<file path="config.mk">
export PLATFORM = sky130hd
export DESIGN_NAME = motion_cycle_ctrl
export DESIGN_NICKNAME = d
export VERILOG_FILES = /design/src/motion_cycle_ctrl.v
export VERILOG_INCLUDE_DIRS = /design/src
export SDC_FILE = /design/constraint.sdc
export NUM_CORES = 1
export LEC_CHECK = 0
export BUFFER_PORTS_ARGS = -buffer_cell sky130_fd_sc_hd__buf_2
export CAP_MARGIN = 5
export CELL_PAD_IN_SITES_DETAIL_PLACEMENT = 0
export CELL_PAD_IN_SITES_GLOBAL_PLACEMENT = 1
export CORE_MARGIN = 2
export CORE_UTILIZATION = 42
export CTS_CLUSTER_DIAMETER = 120
export DETAILED_ROUTE_END_ITERATION = 6
export GPL_ROUTABILITY_DRIVEN = 0
export PLACE_DENSITY_LB_ADDON = 0.1
export SLEW_MARGIN = 20
export SYNTH_ARGS = -nofsm -noshare
export SYNTH_HDL_FRONTEND = slang
export SYNTH_SLANG_ARGS = --single-unit
</file>
<file path="constraint.sdc">
create_clock -name pclk -period 2.5 [get_ports pclk]
set_input_delay 0.375 -clock pclk [delete_from_list [all_inputs] [get_ports pclk]]
set_output_delay 0.375 -clock pclk [all_outputs]
set_load 0.05 [all_outputs]
</file>
<file path="src/motion_cycle_defines.vh">
// Constants for the motion cycle and run-ready control block.
// Included by motion_cycle_ctrl.v; definitions only.
`ifndef MOTION_CYCLE_DEFINES_VH
`define MOTION_CYCLE_DEFINES_VH

// Clock period of pclk in ns
`define CLK_NS 8
// Real operation periods in ns, nominal 0.8/1.7/3.5/7.1/14.2 ms
`define PER0_NS 888889
`define PER1_NS 1777778
`define PER2_NS 3555556
`define PER3_NS 7111111
`define PER4_NS 14222222
// Cycle counts derived from the periods (rounded down)
`define PER0_CYC (`PER0_NS / `CLK_NS)
`define PER1_CYC (`PER1_NS / `CLK_NS)
`define PER2_CYC (`PER2_NS / `CLK_NS)
`define PER3_CYC (`PER3_NS / `CLK_NS)
`define PER4_CYC (`PER4_NS / `CLK_NS)
// Microsecond length in ns and derived cycles
`define US_NS 1000
`define US_CYC (`US_NS / `CLK_NS)

// Period selection codes
`define SEL_0P8 3'h0
`define SEL_1P7 3'h1
`define SEL_3P5 3'h2
`define SEL_7P1 3'h3
`define SEL_14P2 3'h4
`define SEL_AUTO 3'h5

// Register byte offsets
`define OFS_CTRL 8'h00
`define OFS_AXES 8'h04
`define OFS_READY 8'h08
`define OFS_STATUS 8'h0C
`define OFS_MEAS 8'h10
`define OFS_ACTIVE 8'h14
`define OFS_LATCH 8'h18

// Control register fields
`define CTRL_SEL_LSB 0
`define CTRL_VIRT_BIT 4
`define CTRL_NOSHORT_BIT 5
`define CTRL_VINV_BIT 6
`define CTRL_RMODE_BIT 7
`define CTRL_ESRC_BIT 8
`define CTRL_RELAY_BIT 9
// Reset values
`define CTRL_RST 16'h0005
`define AXES_RST 6'h01
`define LATCH_RST 32'h0000_0000

`endif

</file>
<file path="src/motion_cycle_ctrl.v">
// Motion operation cycle scheduler, run-ready sequencer, forced stop and
// latch ranges, with an APB register slave. Assumes one clock pclk at
// 125 MHz; run switch, forced-stop pin and latch-clear key are asynchronous.
// Notes on behaviour
// Period selectable among five values or automatic
// Real periods slightly longer than labels
// Automatic default; positioning axis-count table
// Virtual mode uses its own axis table
// Overrun flag when computation exceeds period
// Duration and active period readable in us
// No-short amplifier turns 0.8 into 1.7
// Software picks 3.5 for old amplifiers
// Vector inverter raises 0.8 and 1.7 to 3.5 ms
// Ready rule: switch only or register
// Switch mode: ready rises at run
// Ready falls when switch goes to stop
// Register mode: bit zero rise raises ready
// Register mode: bit zero fall drops ready
// Forced-stop source low stops all axes
// Forced-stop source high releases axes
// Software must choose forced-stop source
// Two latch ranges, one survives clear key
// Period from cycle count, start pulse each
// Overrun flag sticky until reset
`timescale 1ns/1ps
`include "motion_cycle_defines.vh"

module motion_cycle_ctrl
#(
  parameter PER0_CYC = `PER0_CYC,
  parameter PER1_CYC = `PER1_CYC,
  parameter PER2_CYC = `PER2_CYC,
  parameter PER3_CYC = `PER3_CYC,
  parameter PER4_CYC = `PER4_CYC,
  parameter US_CYC = `US_CYC
)
(
  input wire pclk,
  input wire presetn,
  input wire psel,
  input wire penable,
  input wire pwrite,
  input wire [7:0] paddr,
  input wire [31:0] pwdata,
  output reg [31:0] prdata,
  output reg pready,
  output reg pslverr,
  input wire run_switch,
  input wire external_input_bit,
  input wire latch_clear_key,
  input wire compute_done,
  output reg compute_start,
  output reg run_ready_flag,
  output reg axes_stop,
  output reg latch_erase,
  output reg [15:0] latch_erase_first,
  output reg [15:0] latch_erase_last
);

  reg [15:0] ctrl;
  reg [5:0] axes;
  reg ready_setting_register;
  reg [31:0] latch_ranges;
  reg period_overrun_flag;
  reg [15:0] measured_compute_time, active_period_value;
  reg [2:0] active_sel, next_sel, auto_sel;
  reg [23:0] cyc_cnt, cyc_term;
  reg busy;
  reg [15:0] us_cnt;
  reg [7:0] us_div;
  reg [1:0] sw_sync, es_sync, key_sync;
  reg sw_prev, key_prev, rdy_prev;
  reg [23:0] next_term;
  reg [15:0] next_us;
  reg [31:0] rd_mux;
  reg rd_ok;
  wire [2:0] user_sel;
  wire sw_run, access;

  assign user_sel = ctrl[`CTRL_SEL_LSB+2:`CTRL_SEL_LSB];
  assign sw_run = sw_sync[1];
  assign access = psel & penable & pready;

  // Automatic choice from axis count and operating system
  always @*
  begin
    if (ctrl[`CTRL_VIRT_BIT])
    begin
      if (axes <= 6'd4)
        auto_sel = `SEL_0P8;
      else if (axes <= 6'd12)
        auto_sel = `SEL_1P7;
      else if (axes <= 6'd24)
        auto_sel = `SEL_3P5;
      else
        auto_sel = `SEL_7P1;
    end
    else
    begin
      if (axes <= 6'd8)
        auto_sel = `SEL_0P8;
      else if (axes <= 6'd16)
        auto_sel = `SEL_1P7;
      else
        auto_sel = `SEL_3P5;
    end
  end

  // Effective selection after amplifier substitutions
  always @*
  begin
    next_sel = (user_sel == `SEL_AUTO) ? auto_sel : user_sel;
    if (next_sel > `SEL_14P2)
      next_sel = `SEL_14P2;
    if (ctrl[`CTRL_NOSHORT_BIT] && next_sel == `SEL_0P8)
      next_sel = `SEL_1P7;
    if (ctrl[`CTRL_VINV_BIT] && next_sel <= `SEL_1P7)
      next_sel = `SEL_3P5;
  end

  // Terminal count and microsecond figure of the chosen period
  always @*
  begin
    case (next_sel)
      `SEL_0P8: next_term = PER0_CYC[23:0] - 24'h00_0001;
      `SEL_1P7: next_term = PER1_CYC[23:0] - 24'h00_0001;
      `SEL_3P5: next_term = PER2_CYC[23:0] - 24'h00_0001;
      `SEL_7P1: next_term = PER3_CYC[23:0] - 24'h00_0001;
      default: next_term = PER4_CYC[23:0] - 24'h00_0001;
    endcase
    case (next_sel)
      `SEL_0P8: next_us = 16'h0378; // 888 us
      `SEL_1P7: next_us = 16'h06F1; // 1777 us
      `SEL_3P5: next_us = 16'h0DE3; // 3555 us
      `SEL_7P1: next_us = 16'h1BC7; // 7111 us
      default: next_us = 16'h378E; // 14222 us
    endcase
  end

  // Input synchronisers; only the second stage is used downstream
  always @(posedge pclk or negedge presetn)
  begin
    if (!presetn)
    begin
      sw_sync <= 2'b00;
      es_sync <= 2'b00;
      key_sync <= 2'b00;
    end
    else
    begin
      sw_sync <= {sw_sync[0], run_switch};
      es_sync <= {es_sync[0], external_input_bit};
      key_sync <= {key_sync[0], latch_clear_key};
    end
  end

  // Period counter; a new selection is adopted only at a period boundary
  // so a running cycle is never cut short.
  always @(posedge pclk or negedge presetn)
  begin
    if (!presetn)
    begin
      cyc_cnt <= 24'h00_0000;
      cyc_term <= 24'h00_0000;
      active_sel <= `SEL_0P8;
      active_period_value <= 16'h0000;
      compute_start <= 1'b0;
    end
    else
    begin
      compute_start <= 1'b0;
      if (cyc_cnt >= cyc_term)
      begin
        cyc_cnt <= 24'h00_0000;
        cyc_term <= next_term;
        active_sel <= next_sel;
        active_period_value <= next_us;
        compute_start <= 1'b1;
      end
      else
        cyc_cnt <= cyc_cnt + 24'h00_0001;
    end
  end

  // Computation timing in us; overrun when a new start finds it busy
  always @(posedge pclk or negedge presetn)
  begin
    if (!presetn)
    begin
      busy <= 1'b0;
      us_cnt <= 16'h0000;
      us_div <= 8'h00;
      measured_compute_time <= 16'h0000;
      period_overrun_flag <= 1'b0;
    end
    else
    begin
      if (compute_start)
      begin
        if (busy && !compute_done)
          period_overrun_flag <= 1'b1;
        busy <= 1'b1;
        us_cnt <= 16'h0000;
        us_div <= 8'h00;
      end
      else if (busy)
      begin
        if (compute_done)
        begin
          busy <= 1'b0;
          measured_compute_time <= us_cnt;
        end
        if (us_div == US_CYC[7:0] - 8'h01)
        begin
          us_div <= 8'h00;
          if (us_cnt != 16'hFFFF)
            us_cnt <= us_cnt + 16'h0001;
        end
        else
          us_div <= us_div + 8'h01;
      end
    end
  end

  // Run-ready sequencing; switch reset value of stop makes a switch
  // already at run after reset look like a stop-to-run change.
  always @(posedge pclk or negedge presetn)
  begin
    if (!presetn)
    begin
      sw_prev <= 1'b0;
      rdy_prev <= 1'b0;
      run_ready_flag <= 1'b0;
    end
    else
    begin
      sw_prev <= sw_run;
      rdy_prev <= ready_setting_register;
      if (!sw_run && sw_prev)
        run_ready_flag <= 1'b0;
      else if (!ctrl[`CTRL_RMODE_BIT])
      begin
        if (sw_run && !sw_prev)
          run_ready_flag <= 1'b1;
      end
      else if (sw_run)
      begin
        if (ready_setting_register && !rdy_prev)
          run_ready_flag <= 1'b1;
        else if (!ready_setting_register && rdy_prev)
          run_ready_flag <= 1'b0;
      end
    end
  end

  // Forced stop, active low on the chosen source; stop at reset,
  // after which the pin is the source until software picks the register.
  always @(posedge pclk or negedge presetn)
  begin
    if (!presetn)
      axes_stop <= 1'b1;
    else if (ctrl[`CTRL_ESRC_BIT])
      axes_stop <= ~ctrl[`CTRL_RELAY_BIT];
    else
      axes_stop <= ~es_sync[1];
  end

  // Latch-clear key erases only the first range; second range survives
  always @(posedge pclk or negedge presetn)
  begin
    if (!presetn)
    begin
      key_prev <= 1'b0;
      latch_erase <= 1'b0;
      latch_erase_first <= 16'h0000;
      latch_erase_last <= 16'h0000;
    end
    else
    begin
      key_prev <= key_sync[1];
      latch_erase <= key_sync[1] & ~key_prev;
      latch_erase_first <= {8'h00, latch_ranges[7:0]};
      latch_erase_last <= {8'h00, latch_ranges[15:8]};
    end
  end

  // Read decode
  always @*
  begin
    rd_ok = 1'b1;
    rd_mux = 32'h0000_0000;
    case (paddr)
      `OFS_CTRL: rd_mux = {16'h0000, ctrl};
      `OFS_AXES: rd_mux = {26'h000_0000, axes};
      `OFS_READY: rd_mux = {31'h0000_0000, ready_setting_register};
      `OFS_STATUS: rd_mux = {25'h000_0000, active_sel, axes_stop, busy,
        run_ready_flag, period_overrun_flag};
      `OFS_MEAS: rd_mux = {16'h0000, measured_compute_time};
      `OFS_ACTIVE: rd_mux = {16'h0000, active_period_value};
      `OFS_LATCH: rd_mux = latch_ranges;
      default: rd_ok = 1'b0;
    endcase
  end

  // APB slave: one wait state, answer registered
  always @(posedge pclk or negedge presetn)
  begin
    if (!presetn)
    begin
      pready <= 1'b0;
      pslverr <= 1'b0;
      prdata <= 32'h0000_0000;
      ctrl <= `CTRL_RST;
      axes <= `AXES_RST;
      ready_setting_register <= 1'b0;
      latch_ranges <= `LATCH_RST;
    end
    else
    begin
      pready <= psel & penable & ~pready;
      // Answer fields are zero outside the answer cycle
      pslverr <= psel & penable & ~pready & ~rd_ok;
      prdata <= (psel & penable & ~pready & ~pwrite) ? rd_mux : 32'h0000_0000;
      if (access && pwrite && rd_ok)
      begin
        case (paddr)
          `OFS_CTRL: ctrl <= {6'h00, pwdata[9:0]};
          `OFS_AXES: axes <= pwdata[5:0];
          `OFS_READY: ready_setting_register <= pwdata[0];
          `OFS_LATCH: latch_ranges <= pwdata;
          default: ctrl <= ctrl;
        endcase
      end
    end
  end

endmodule // motion_cycle_ctrl

</file>
==> results of run 1 <==
## synth_stat cells, drive strengths merged, types with 4 or more instances
cell	number	share of area
a21o	6	0.0051
a21oi	22	0.012
a22oi	9	0.0076
a31oi	9	0.0064
and2	22	0.016
and3	7	0.0049
and4	4	0.0040
buf	24	0.021
clkbuf	19	0.0081
dfrtp	197	0.56
dfstp	4	0.012
ha	24	0.034
inv	30	0.013
mux2	65	0.083
mux2i	22	0.025
nand2	45	0.020
nand2b	6	0.0042
nand3	24	0.014
nand3b	6	0.0055
nand4	13	0.0092
nor2	78	0.034
nor2b	5	0.0035
nor3	13	0.0073
nor4	5	0.0035
o21ai	21	0.012
o22ai	4	0.0042
o31ai	4	0.0034
or3	7	0.0049
xnor2	12	0.012
xor2	23	0.023
## where the power goes
group          switching (mW)  total (mW)  internal, mW
sequential             0.0334        3.33          3.30
clock                    1.26        3.14          1.88
combinational           0.289       0.431         0.142
total                    1.58        6.90          5.32
## layout make-up
class	instances	area, um2
flip-flops and latches	201	5040
fillers	1870	9980
repair inverters	1	8.76
clock inverters	6	60.1
repair buffers	159	1040
inverters	30	125
multi-input cells	503	3650
well taps	275	344
clock buffers	33	643
## kinds of logic (layout without fill, tap and decap cells)
logic type	count (synthesis)	after routing	synth area share
buf+inv	73	229	0.0422
flops	201	201	0.569
compound gates	97	97	0.0736
mux	88	88	0.110
xor+xnor	35	35	0.0346
other cells	1	18	0.000424
simple gates	241	241	0.136
fa+ha+maj	24	24	0.0339
## cell usage in the layout (no fill, tap or decap), types with 18 or more instances in the layout
| cell | Yosys | final |
|---|---|---|
| inv_1 | 29 | 26 |
| nand2_1 | 44 | 42 |
| conb_1 | 1 | 18 |
| clkbuf_16 | 0 | 24 |
| and2_1 | 22 | 21 |
| a21oi_1 | 22 | 22 |
| mux2i_1 | 22 | 22 |
| dfrtp_1 | 197 | 196 |
| nand3_1 | 23 | 21 |
| buf_4 | 18 | 45 |
| ha_1 | 24 | 18 |
| mux2_2 | 64 | 64 |
| nor2_1 | 76 | 75 |
| xor2_1 | 23 | 23 |
| buf_2 | 2 | 101 |
| o21ai_0 | 20 | 20 |
## routing by layer
| layer | routed length [um] | up-vias | part of all wire | global-route usage |
|---|---|---|---|---|
| li1 | - | 2927 | - | - |
| met1 | 9610 | 3067 | 0.45 | 0.263 |
| met2 | 10500 | 154 | 0.49 | 0.324 |
| met3 | 951 | 26 | 0.044 | 0.0321 |
| met4 | 430 | 0 | 0.020 | 0.0538 |
| met5 | 0 | - | 0 | 0 |
## final timing paths
| path | end | slack [ns] |
|---|---|---|
| worst max-delay path | active_period_value[9] | -0.004 |
| worst min-delay path | latch_ranges[21] | 0.11 |
| worst max register to register | active_period_value[9] | -0.004 |
| worst min register to register | es_sync[1] | 0.35 |
| max in group asynchronous | axes_stop | 1.31 |
| min in group asynchronous | cyc_cnt[9] | 0.39 |
## flip-flops by register name (all words and copies together), names as in the netlist, 9 cells and up
register               flops
cyc_term                   9
cyc_cnt                   24
prdata                    32
us_cnt                    16
active_period_value       12
measured_compute_time     16
latch_ranges              32
ctrl                      10
## stage by stage
stage	power, mW	setup WS, ns	TNS [ns]	cells
6_report	6.90	-0.00443	-0.00443	1208
2_1_floorplan	3.62	-0.0284	-0.0284	777
3_5_place_dp	3.79	0.0238	0	1153
5_1_grt	7.19	-0.0687	-0.932	1208
4_1_cts	6.98	0.00337	0	1196
3_3_place_gp	3.79	0.0333	0	1153
## worst reg2reg max path: cells and delay by family, from the launching register on
family	cells	cell delay [ns]
and+or+nand+nor	3	1.00
DFF	1	0.39
AOI/OAI and AO/OA	1	0.31
adders and majority gates	1	0.30
muxes	1	0.30
buffers and inverters	1	0.10
## repair_timing
action	4_1_cts	5_1_grt
setup endpoints to repair	0	44
buffers inserted	0	10
hold buffers	4	0
resized for setup	0	30
hold endpoints to repair	47	0
==> flow_summary.yaml, run 1 <==
place:
  io_buffers: 102
  dpl.hpwl_mm: 15.0
  placed_cell_area_um2: 9900
floorplan:
  initial_utilization: 0.424
  die_w_um: 149
  rows: 53
  die_y_um: 149
  ios: 119
  dieArea_um2: 22300
  fp.coreArea_um2: 20900
power:
  p_leak_nw: 5.38
  pwr_density_cell_nw_per_um2: 633
  peakVddDrop_v: 0.000420
synth:
  yosysWarnings: 0
  synthFlopType: "dfrtp_1"
  yosysSeqAreaShare: 0.569
  avgSynthCellArea_um2: 11.7
  ys_async_sr_fraction: 1.00
  synth_seq_cells: 201
  synth_cell_types: 64
  netlist_area_um2: 8850
  netlist_instances: 760
  synth_edf_count: 0
clocking:
  cts.root.buffer_cell: "clkbuf_16"
  clkLatencyLatePin_ns: 0.50
  cts_htree_levels: 1
  cts_buffers: 22
  cts.sinks: 201
  clk_pin_slew_worst_paths_ns: 0.06
  cts_tree: "built"
  cts.path.max_buffers: 3
sta:
  clock_skew_ns: 0.00956
  rsz0062_at_grt: "true"
  fin_hold_ws_ns: 0.108
  slew-limit-headroom: 0.625
  setup_violations: 1
  hold_viol_final: 0
  fmax_mhz: 399
  drv_slew: 0
  worst_pin_slew_ns: 0.562
  fin_crit_sh: 1.00
  period_minus_slack_ns: 2.50
  setup_slack_ns: -0.00443
setup_path:
  reg2reg_depth: 7
  crit_path_cell_trace: "ha_1, nand3_2, or4_4, or3_4, o221a_4, clkinv_8, mux2_4"
  r2r-start: "cyc_cnt[12]"
  path_delay_family: "simple AND/OR/NAND/NOR gates"
  required_ns: 2.89
  worstSetupEndpointType: "register"
  crit_path_max_fanout: 5
  cp.arrival_ns: 2.89
  critPathKind: "reg -> reg"
  cp-start-kind: "register"
  worstSetupStartpoint: "cyc_cnt[12]"
  crit_slowest_cell: "or4_4"
  slowest_delay_ns: 0.53
  path_depth: 7
  crit_buf_inv: 1
detailed_routing:
  dr.pass1.iters: 5
  routedWlPerCell_um: 17.8
  via_count: 6174
  drtIter0Drc: 349
  viasPerCell: 5.11
  drc: 0
  routed_wl_mm: 21.5
  ant_nets: 0
cells_and_area:
  nNetsFinal: 991
  area_growth_pct: 23.2
  drive_above_1_share: 0.309
  design_area_um2: 10900
  antenna-diode-count: 0
  fin_util: 0.522
status:
  failed_checks: "setup timing"
  outcome: "complete, but fails checks"
grt:
  grt_pass1_vias: 6369
  grt_start_max_net_pins: 52
  gr-total-overflow: 0
  grt_pass1_wl_mm: 34.0
  grt_use_total: 0.194
  grt_antenna_before_repair: 0
hold_path:
  hold_start: "pwdata[21]"
  min_path_cells: 2
  min_path_type: "in -> reg"
job:
  max_cap_violations: 0
Note: power is estimated with default switching activity, not from simulation.
==> run 2, diff against run 1 <==
--- a/config.mk
+++ b/config.mk
@@ -6,12 +6,13 @@
 export SDC_FILE = /design/constraint.sdc
 export NUM_CORES = 1
 export LEC_CHECK = 0
+export ABC_AREA = 1
 export BUFFER_PORTS_ARGS = -buffer_cell sky130_fd_sc_hd__buf_2
 export CAP_MARGIN = 5
 export CELL_PAD_IN_SITES_DETAIL_PLACEMENT = 0
 export CELL_PAD_IN_SITES_GLOBAL_PLACEMENT = 1
 export CORE_MARGIN = 2
-export CORE_UTILIZATION = 42
+export CORE_UTILIZATION = 40
 export CTS_CLUSTER_DIAMETER = 120
 export DETAILED_ROUTE_END_ITERATION = 6
 export GPL_ROUTABILITY_DRIVEN = 0
==> run 2 against run 1 <==
Against the previous run:
- non-clock buffer count fell by 28
- first-iteration DRC count is 10% lower
- the flow now finishes without violations
- highest routed layer unchanged
- critical path depth is 6 higher
==> flow_summary.yaml, run 2 <==
synth:
  ys_async_sr_fraction: 1.00
  yosysWarnings: 0
  synth_cell_types: 49
  yosysSeqAreaShare: 0.547
  synthMuxAreaShare: 0.00354
  synthFlopType: "dfrtp_1"
  synth_edf_count: 0
  netlist_area_um2: 9200
  synthTopCellsByCount: "264 x nand2_1, 197 x dfrtp_1, 118 x inv_1"
  synth-adder-area-share: 0.0326
  synth_area_leader_cell: "dfrtp_1"
  synth_most_common_cell: "nand2_1"
  synth_xor_xnor_area_share: 0.0171
  netlist_instances: 1043
  synth_compound_area_frac: 0.0947
  yosys.area.top_type_share: 0.536
  yosys.area_share.simple: 0.225
  synthTopCellsByArea: "dfrtp_1 54%, nand2_1 11%, inv_1 4.8%"
  synth_seq_cells: 201
  avgSynthCellArea_um2: 8.82
  synth_top_family_by_area: "simple AND/OR/NAND/NOR gates"
clocking:
  cts_tree: "built"
  clkLatencyLatePin_ns: 0.50
  cts.root.buffer_cell: "clkbuf_16"
  cts.path.max_buffers: 3
  cts_buffers: 23
  clk_pin_slew_worst_paths_ns: 0.06
  cts_htree_levels: 1
  cts.sinks: 201
sta:
  rsz0062_at_grt: "false"
  period_minus_slack_ns: 2.16
  tns_ns: 0
  hold_viol_final: 0
  fin_crit_sh: 0.866
  worst_pin_slew_ns: 0.621
  fmax_mhz: 462
  drv_slew: 0
  fin_hold_ws_ns: 0.0794
  setup_violations: 0
  clock_skew_ns: 0.0115
  slew-limit-headroom: 0.585
floorplan:
  ios: 119
  fp.coreArea_um2: 22600
  initial_utilization: 0.406
  die_w_um: 156
  rows: 55
  dieArea_um2: 24200
  die_y_um: 156
cells_and_area:
  reg_top3: "latch_ranges (32), prdata (32), cyc_cnt (24)"
  area_growth_pct: 18.3
  final_cell_mix: "264 x nand2_1, 197 x dfrtp_1, 118 x inv_1"
  drive_above_1_share: 0.170
  nNetsFinal: 1242
  layout_commonest_cell: "nand2_1"
  antenna-diode-count: 0
job:
  max_cap_violations: 0
status:
  outcome: "completed"
detailed_routing:
  routedWlPerCell_um: 15.5
  routed_wl_mm: 22.8
  dr.pass1.iters: 4
  viasPerCell: 4.83
  drc: 0
  ant_nets: 0
  drtIter0Drc: 314
  via_count: 7102
place:
  dpl.hpwl_mm: 16.9
  io_buffers: 102
grt:
  grt_pass1_vias: 6916
  met2_usage: 0.316
  grt-busiest-layer: "met2"
  grt_antenna_before_repair: 0
  use_met1: 0.283
  grt_start_max_net_pins: 59
  grt_use_total: 0.196
  grt_pass1_wl_mm: 37.9
  gr-total-overflow: 0
  grt.met3_usage: 0.0272
setup_path:
  reg2reg_depth: 13
  required_ns: 2.88
  cp.arrival_ns: 2.55
  crit_path_cell_trace: "inv_1, ha_1, nand2_1, inv_1, nand3_1, nor2_1, nand3b_1, nand4_4, nand2_1, inv_1, nand2_1, nor2_1, nor2_1"
  slowest_delay_ns: 0.37
  crit_slowest_cell: "dfrtp_1"
  worstSetupEndpointType: "register"
  r2r-start: "active_period_value[12]"
  cp-start-kind: "register"
  worstSetupStartpoint: "active_period_value[12]"
  worstSetupEndpoint: "active_period_value[10]"
  critPathKind: "reg -> reg"
  crit_path_max_fanout: 12
  r2r_setup_slack_ns: 0.34
  worst_r2r_endpoint: "active_period_value[10]"
power:
  pwr_density_cell_nw_per_um2: 643
  p_leak_nw: 5.39
  peakVddDrop_v: 0.000443
hold_path:
  min_path_type: "in -> reg"
[run 2: changes by cell type in the layout (fill, tap and decap cells not counted), moves of 10 or more]
cell	change
and2_1	-21
xnor2_1	-10
nor2_1	+13
mux2_2	-62
o21ai_0	+40
o21ai_1	+18
a21oi_1	+11
nand2_1	+222
buf_4	-23
nand3_1	+39
inv_1	+92
mux2i_1	-21
[run 2: cell type report]
type                       count  area (um2)
multi-input combinational    689        3510
sequential                   201        5030
tap                          285         357
fill                        2276       11800
inverter                     123         462
clock inverter                 7        60.1
clock buffer                  34         677
timing repair buffer         131         785
[run 2: kinds of logic (layout without fill, tap and decap cells)]
logic type	count (synthesis)	after routing
adders and majority gates	24	24
AOI/OAI and AO/OA	152	152
and+or+nand+nor	474	474
other	1	18
DFF	201	201
buffers and inverters	170	295
xor gates and xnor gates	18	18
muxes	3	3
[run 2: how the worst min path moves through the flow]
stage                             end  cells after the start         start
3_3_place_gp              key_sync[1]                      0   key_sync[0]
4_1_cts           period_overrun_flag                      2  compute_done
5_1_grt           period_overrun_flag                      2  compute_done
3_5_place_dp               es_sync[1]                      0    es_sync[0]
6_report          period_overrun_flag                      2  compute_done
2_1_floorplan  active_period_value[0]                      0       presetn
[run 2: critical path: cells and delay by family (launching register included)]
family,cells,cell delay (ns)
fa+ha+maj,1,0.30
buf+inv,3,0.34
simple gates,9,1.03
flops,1,0.37
[run 2: repair_timing]
item	in CTS	in global routing
endpoints found under the setup margin	0	3
hold buffers	4	0
endpoints found under the hold margin	56	0
buffers inserted	0	0
resized for setup	0	1
[run 2: metal layers]
metal  vias up  part of all wire
met2       129              0.46
met1      3352              0.48
met5         -                 0
met4         0             0.019
met3        30             0.038
li1       3591                 -
[run 2: power breakdown]
group / internal, mW / switching (mW) / leakage, nW
clock: 1.97 / 1.30 / 0.370
combinational: 0.106 / 0.290 / 2.34
sequential: 3.30 / 0.0325 / 2.69
total: 5.38 / 1.62 / 5.39
[run 2: per-stage QoR]
step,worst slack (ns),std cells,util,total power [mW],area [um2]
2_1_floorplan,0.669,1060,-,3.63,9260
3_3_place_gp,0.228,1425,0.446,3.79,10100
3_5_place_dp,0.235,1425,0.446,3.79,10100
4_1_cts,0.184,1470,0.480,7.09,10900
5_1_grt,0.0932,1470,0.481,7.28,10900
6_report,0.335,1470,0.481,6.99,10900
==> run 3, diff against run 2 <==
--- a/config.mk
+++ b/config.mk
@@ -12,7 +12,7 @@
 export CELL_PAD_IN_SITES_DETAIL_PLACEMENT = 0
 export CELL_PAD_IN_SITES_GLOBAL_PLACEMENT = 1
 export CORE_MARGIN = 2
-export CORE_UTILIZATION = 40
+export CORE_UTILIZATION = 44
 export CTS_CLUSTER_DIAMETER = 120
 export DETAILED_ROUTE_END_ITERATION = 6
 export GPL_ROUTABILITY_DRIVEN = 0
==> constraint.sdc (replaced) <==
create_clock -name pclk -period 2.2 [get_ports pclk]
set_input_delay 0.33 -clock pclk [delete_from_list [all_inputs] [get_ports pclk]]
set_output_delay 0.33 -clock pclk [all_outputs]
set_load 0.05 [all_outputs]
==> run 3 against run 2 <==
Against the previous run:
- clock power is 23% higher
- largest power group is now clock
- sequential share of layout area is 0.36 points lower
- global-route usage is 1.7 points higher
- largest cell class unchanged
- clock skew is 0.00083 ns higher
- critical path type unchanged
- first-iteration DRC count is 20% higher
- sequential power is 14% higher
- register-to-register slack worse by 0.12 ns
==> flow_summary.yaml, run 3 (synthesized netlist as in run 2, its figures left out) <==
sta:
  setup_violations: 0
  rsz0062_at_grt: "true"
  period_minus_slack_ns: 1.99
  drv_slew: 0
  fmax_mhz: 503
  worst_pin_slew_ns: 0.607
  fin_hold_ws_ns: 0.0346
  slew-limit-headroom: 0.594
  fin_crit_sh: 0.903
  hold_viol_final: 0
  clock_skew_ns: 0.0124
grt:
  grt_start_max_net_pins: 70
  gr-total-overflow: 0
  grt_antenna_before_repair: 0
  grt_use_total: 0.213
  grt_pass1_vias: 7030
  grt_pass1_wl_mm: 37.4
floorplan:
  die_y_um: 149
  fp.coreArea_um2: 20400
  ios: 119
  initial_utilization: 0.452
  dieArea_um2: 22100
  rows: 52
  die_w_um: 149
setup_path:
  crit_path_max_fanout: 14
  path_delay_family: "simple AND/OR/NAND/NOR gates"
  slowest_delay_ns: 0.45
  path_depth: 9
  reg2reg_depth: 9
  critPathKind: "reg -> reg"
  cp.arrival_ns: 2.40
  crit_slowest_cell: "dfrtp_1"
  worst_r2r_endpoint: "active_period_value[1]"
  worstSetupEndpointType: "register"
  crit_path_cell_trace: "ha_1, nand2_1, inv_1, nand3_1, nor2_1, nand3b_1, nand4_2, clkinv_2, a22oi_1"
  worstSetupStartpoint: "cyc_cnt[19]"
  cp-start-kind: "register"
  r2r_setup_slack_ns: 0.21
  crit_buf_inv: 2
  required_ns: 2.61
  r2r-start: "cyc_cnt[19]"
  worstSetupEndpoint: "active_period_value[1]"
cells_and_area:
  design_area_um2: 11000
  fillers: 1914
  layout_commonest_cell: "nand2_1"
  nNetsFinal: 1248
  antenna-diode-count: 0
  fin_util: 0.539
  drive_above_1_share: 0.176
  final_cell_mix: "264 x nand2_1, 197 x dfrtp_1, 117 x inv_1"
  area_growth_pct: 19.2
  reg_top3: "latch_ranges (32), prdata (32), cyc_cnt (24)"
clocking:
  cts.root.buffer_cell: "clkbuf_16"
  cts_htree_levels: 1
  clkLatencyLatePin_ns: 0.51
  cts_tree: "built"
  cts.path.max_buffers: 3
  clk_pin_slew_worst_paths_ns: 0.06
  cts.sinks: 201
  cts_buffers: 24
power:
  power_mw: 8.24
  p_leak_nw: 5.44
  pwr_density_cell_nw_per_um2: 751
  peakVddDrop_v: 0.000523
hold_path:
  min_path_type: "in -> reg"
place:
  placed_cell_area_um2: 10100
  dpl.hpwl_mm: 16.5
  io_buffers: 102
job:
  max_cap_violations: 0
detailed_routing:
  dr.pass1.iters: 4
  via_count: 7174
  viasPerCell: 4.90
  ant_nets: 0
  drtIter0Drc: 377
  drc: 0
  routed_wl_mm: 22.7
  routedWlPerCell_um: 15.5
status:
  outcome: "completed"
[run 3: cell types whose count changed in the layout (fill, tap and decap cells not counted), sizes merged]
| cell | delta |
|---|---|
| clkinvlp | +3 |
| inv | -1 |
| buf | +5 |
| bufinv | +1 |
[run 3: area by class of cell]
type / count / area [um2] / share of cell area
clock buffer: 34 / 699 / 0.0638
clock inverter: 10 / 108 / 0.00981
inverter: 123 / 463 / 0.0422
multi-input combinational: 689 / 3510 / 0.320
sequential: 201 / 5030 / 0.459
tap: 270 / 338 / 0.0308
timing repair buffer: 136 / 822 / 0.0749
[run 3: worst min-delay path by stage]
stage | start | end | cells after the start
finish | compute_done | period_overrun_flag | 2
floorplan | presetn | active_period_value[0] | 0
global route | compute_done | period_overrun_flag | 2
detailed placement | presetn | latch_erase | 1
global placement | presetn | latch_erase | 1
CTS | compute_done | period_overrun_flag | 2
[run 3: repair_timing]
action / CTS / global route
resized for setup: 0 / 2
hold endpoints to repair: 43 / 0
setup buffers: 0 / 0
endpoints found under the setup margin: 0 / 5
hold buffers: 4 / 0
[run 3: worst register-to-register path, stage by stage (launching register included)]
cell	delay (ns)
dfrtp_1	0.45
ha_1	0.33
nand2_1	0.05
inv_1	0.06
nand3_1	0.09
nor2_1	0.14
nand3b_1	0.11
nand4_2	0.17
clkinv_2	0.25
a22oi_1	0.26
[run 3: power breakdown]
group	internal (mW)	switching [mW]	leakage [nW]	total (mW)
logic	0.123	0.335	2.36	0.458
clock network	2.45	1.55	0.391	4.00
registers	3.75	0.0377	2.69	3.79
total	6.32	1.92	5.44	8.24
[run 3: metal layers]
metal  global-route usage  vias up  wire length, um
li1                     -     3600                -
met1                0.301     3391            10700
met2                0.345      148            10500
met3               0.0313       35              871
met4               0.0552        0              589
met5                    0        -                0
[run 3: metrics by stage]
| stage | setup slack (ns) | setup TNS [ns] | instances |
|---|---|---|---|
| floorplan | 0.369 | 0 | 1060 |
| global placement | 0.241 | 0 | 1415 |
| detailed placement | 0.190 | 0 | 1415 |
| CTS | 0.174 | 0 | 1463 |
| global route | -0.00481 | -0.00786 | 1463 |
| finish | 0.213 | 0 | 1463 |
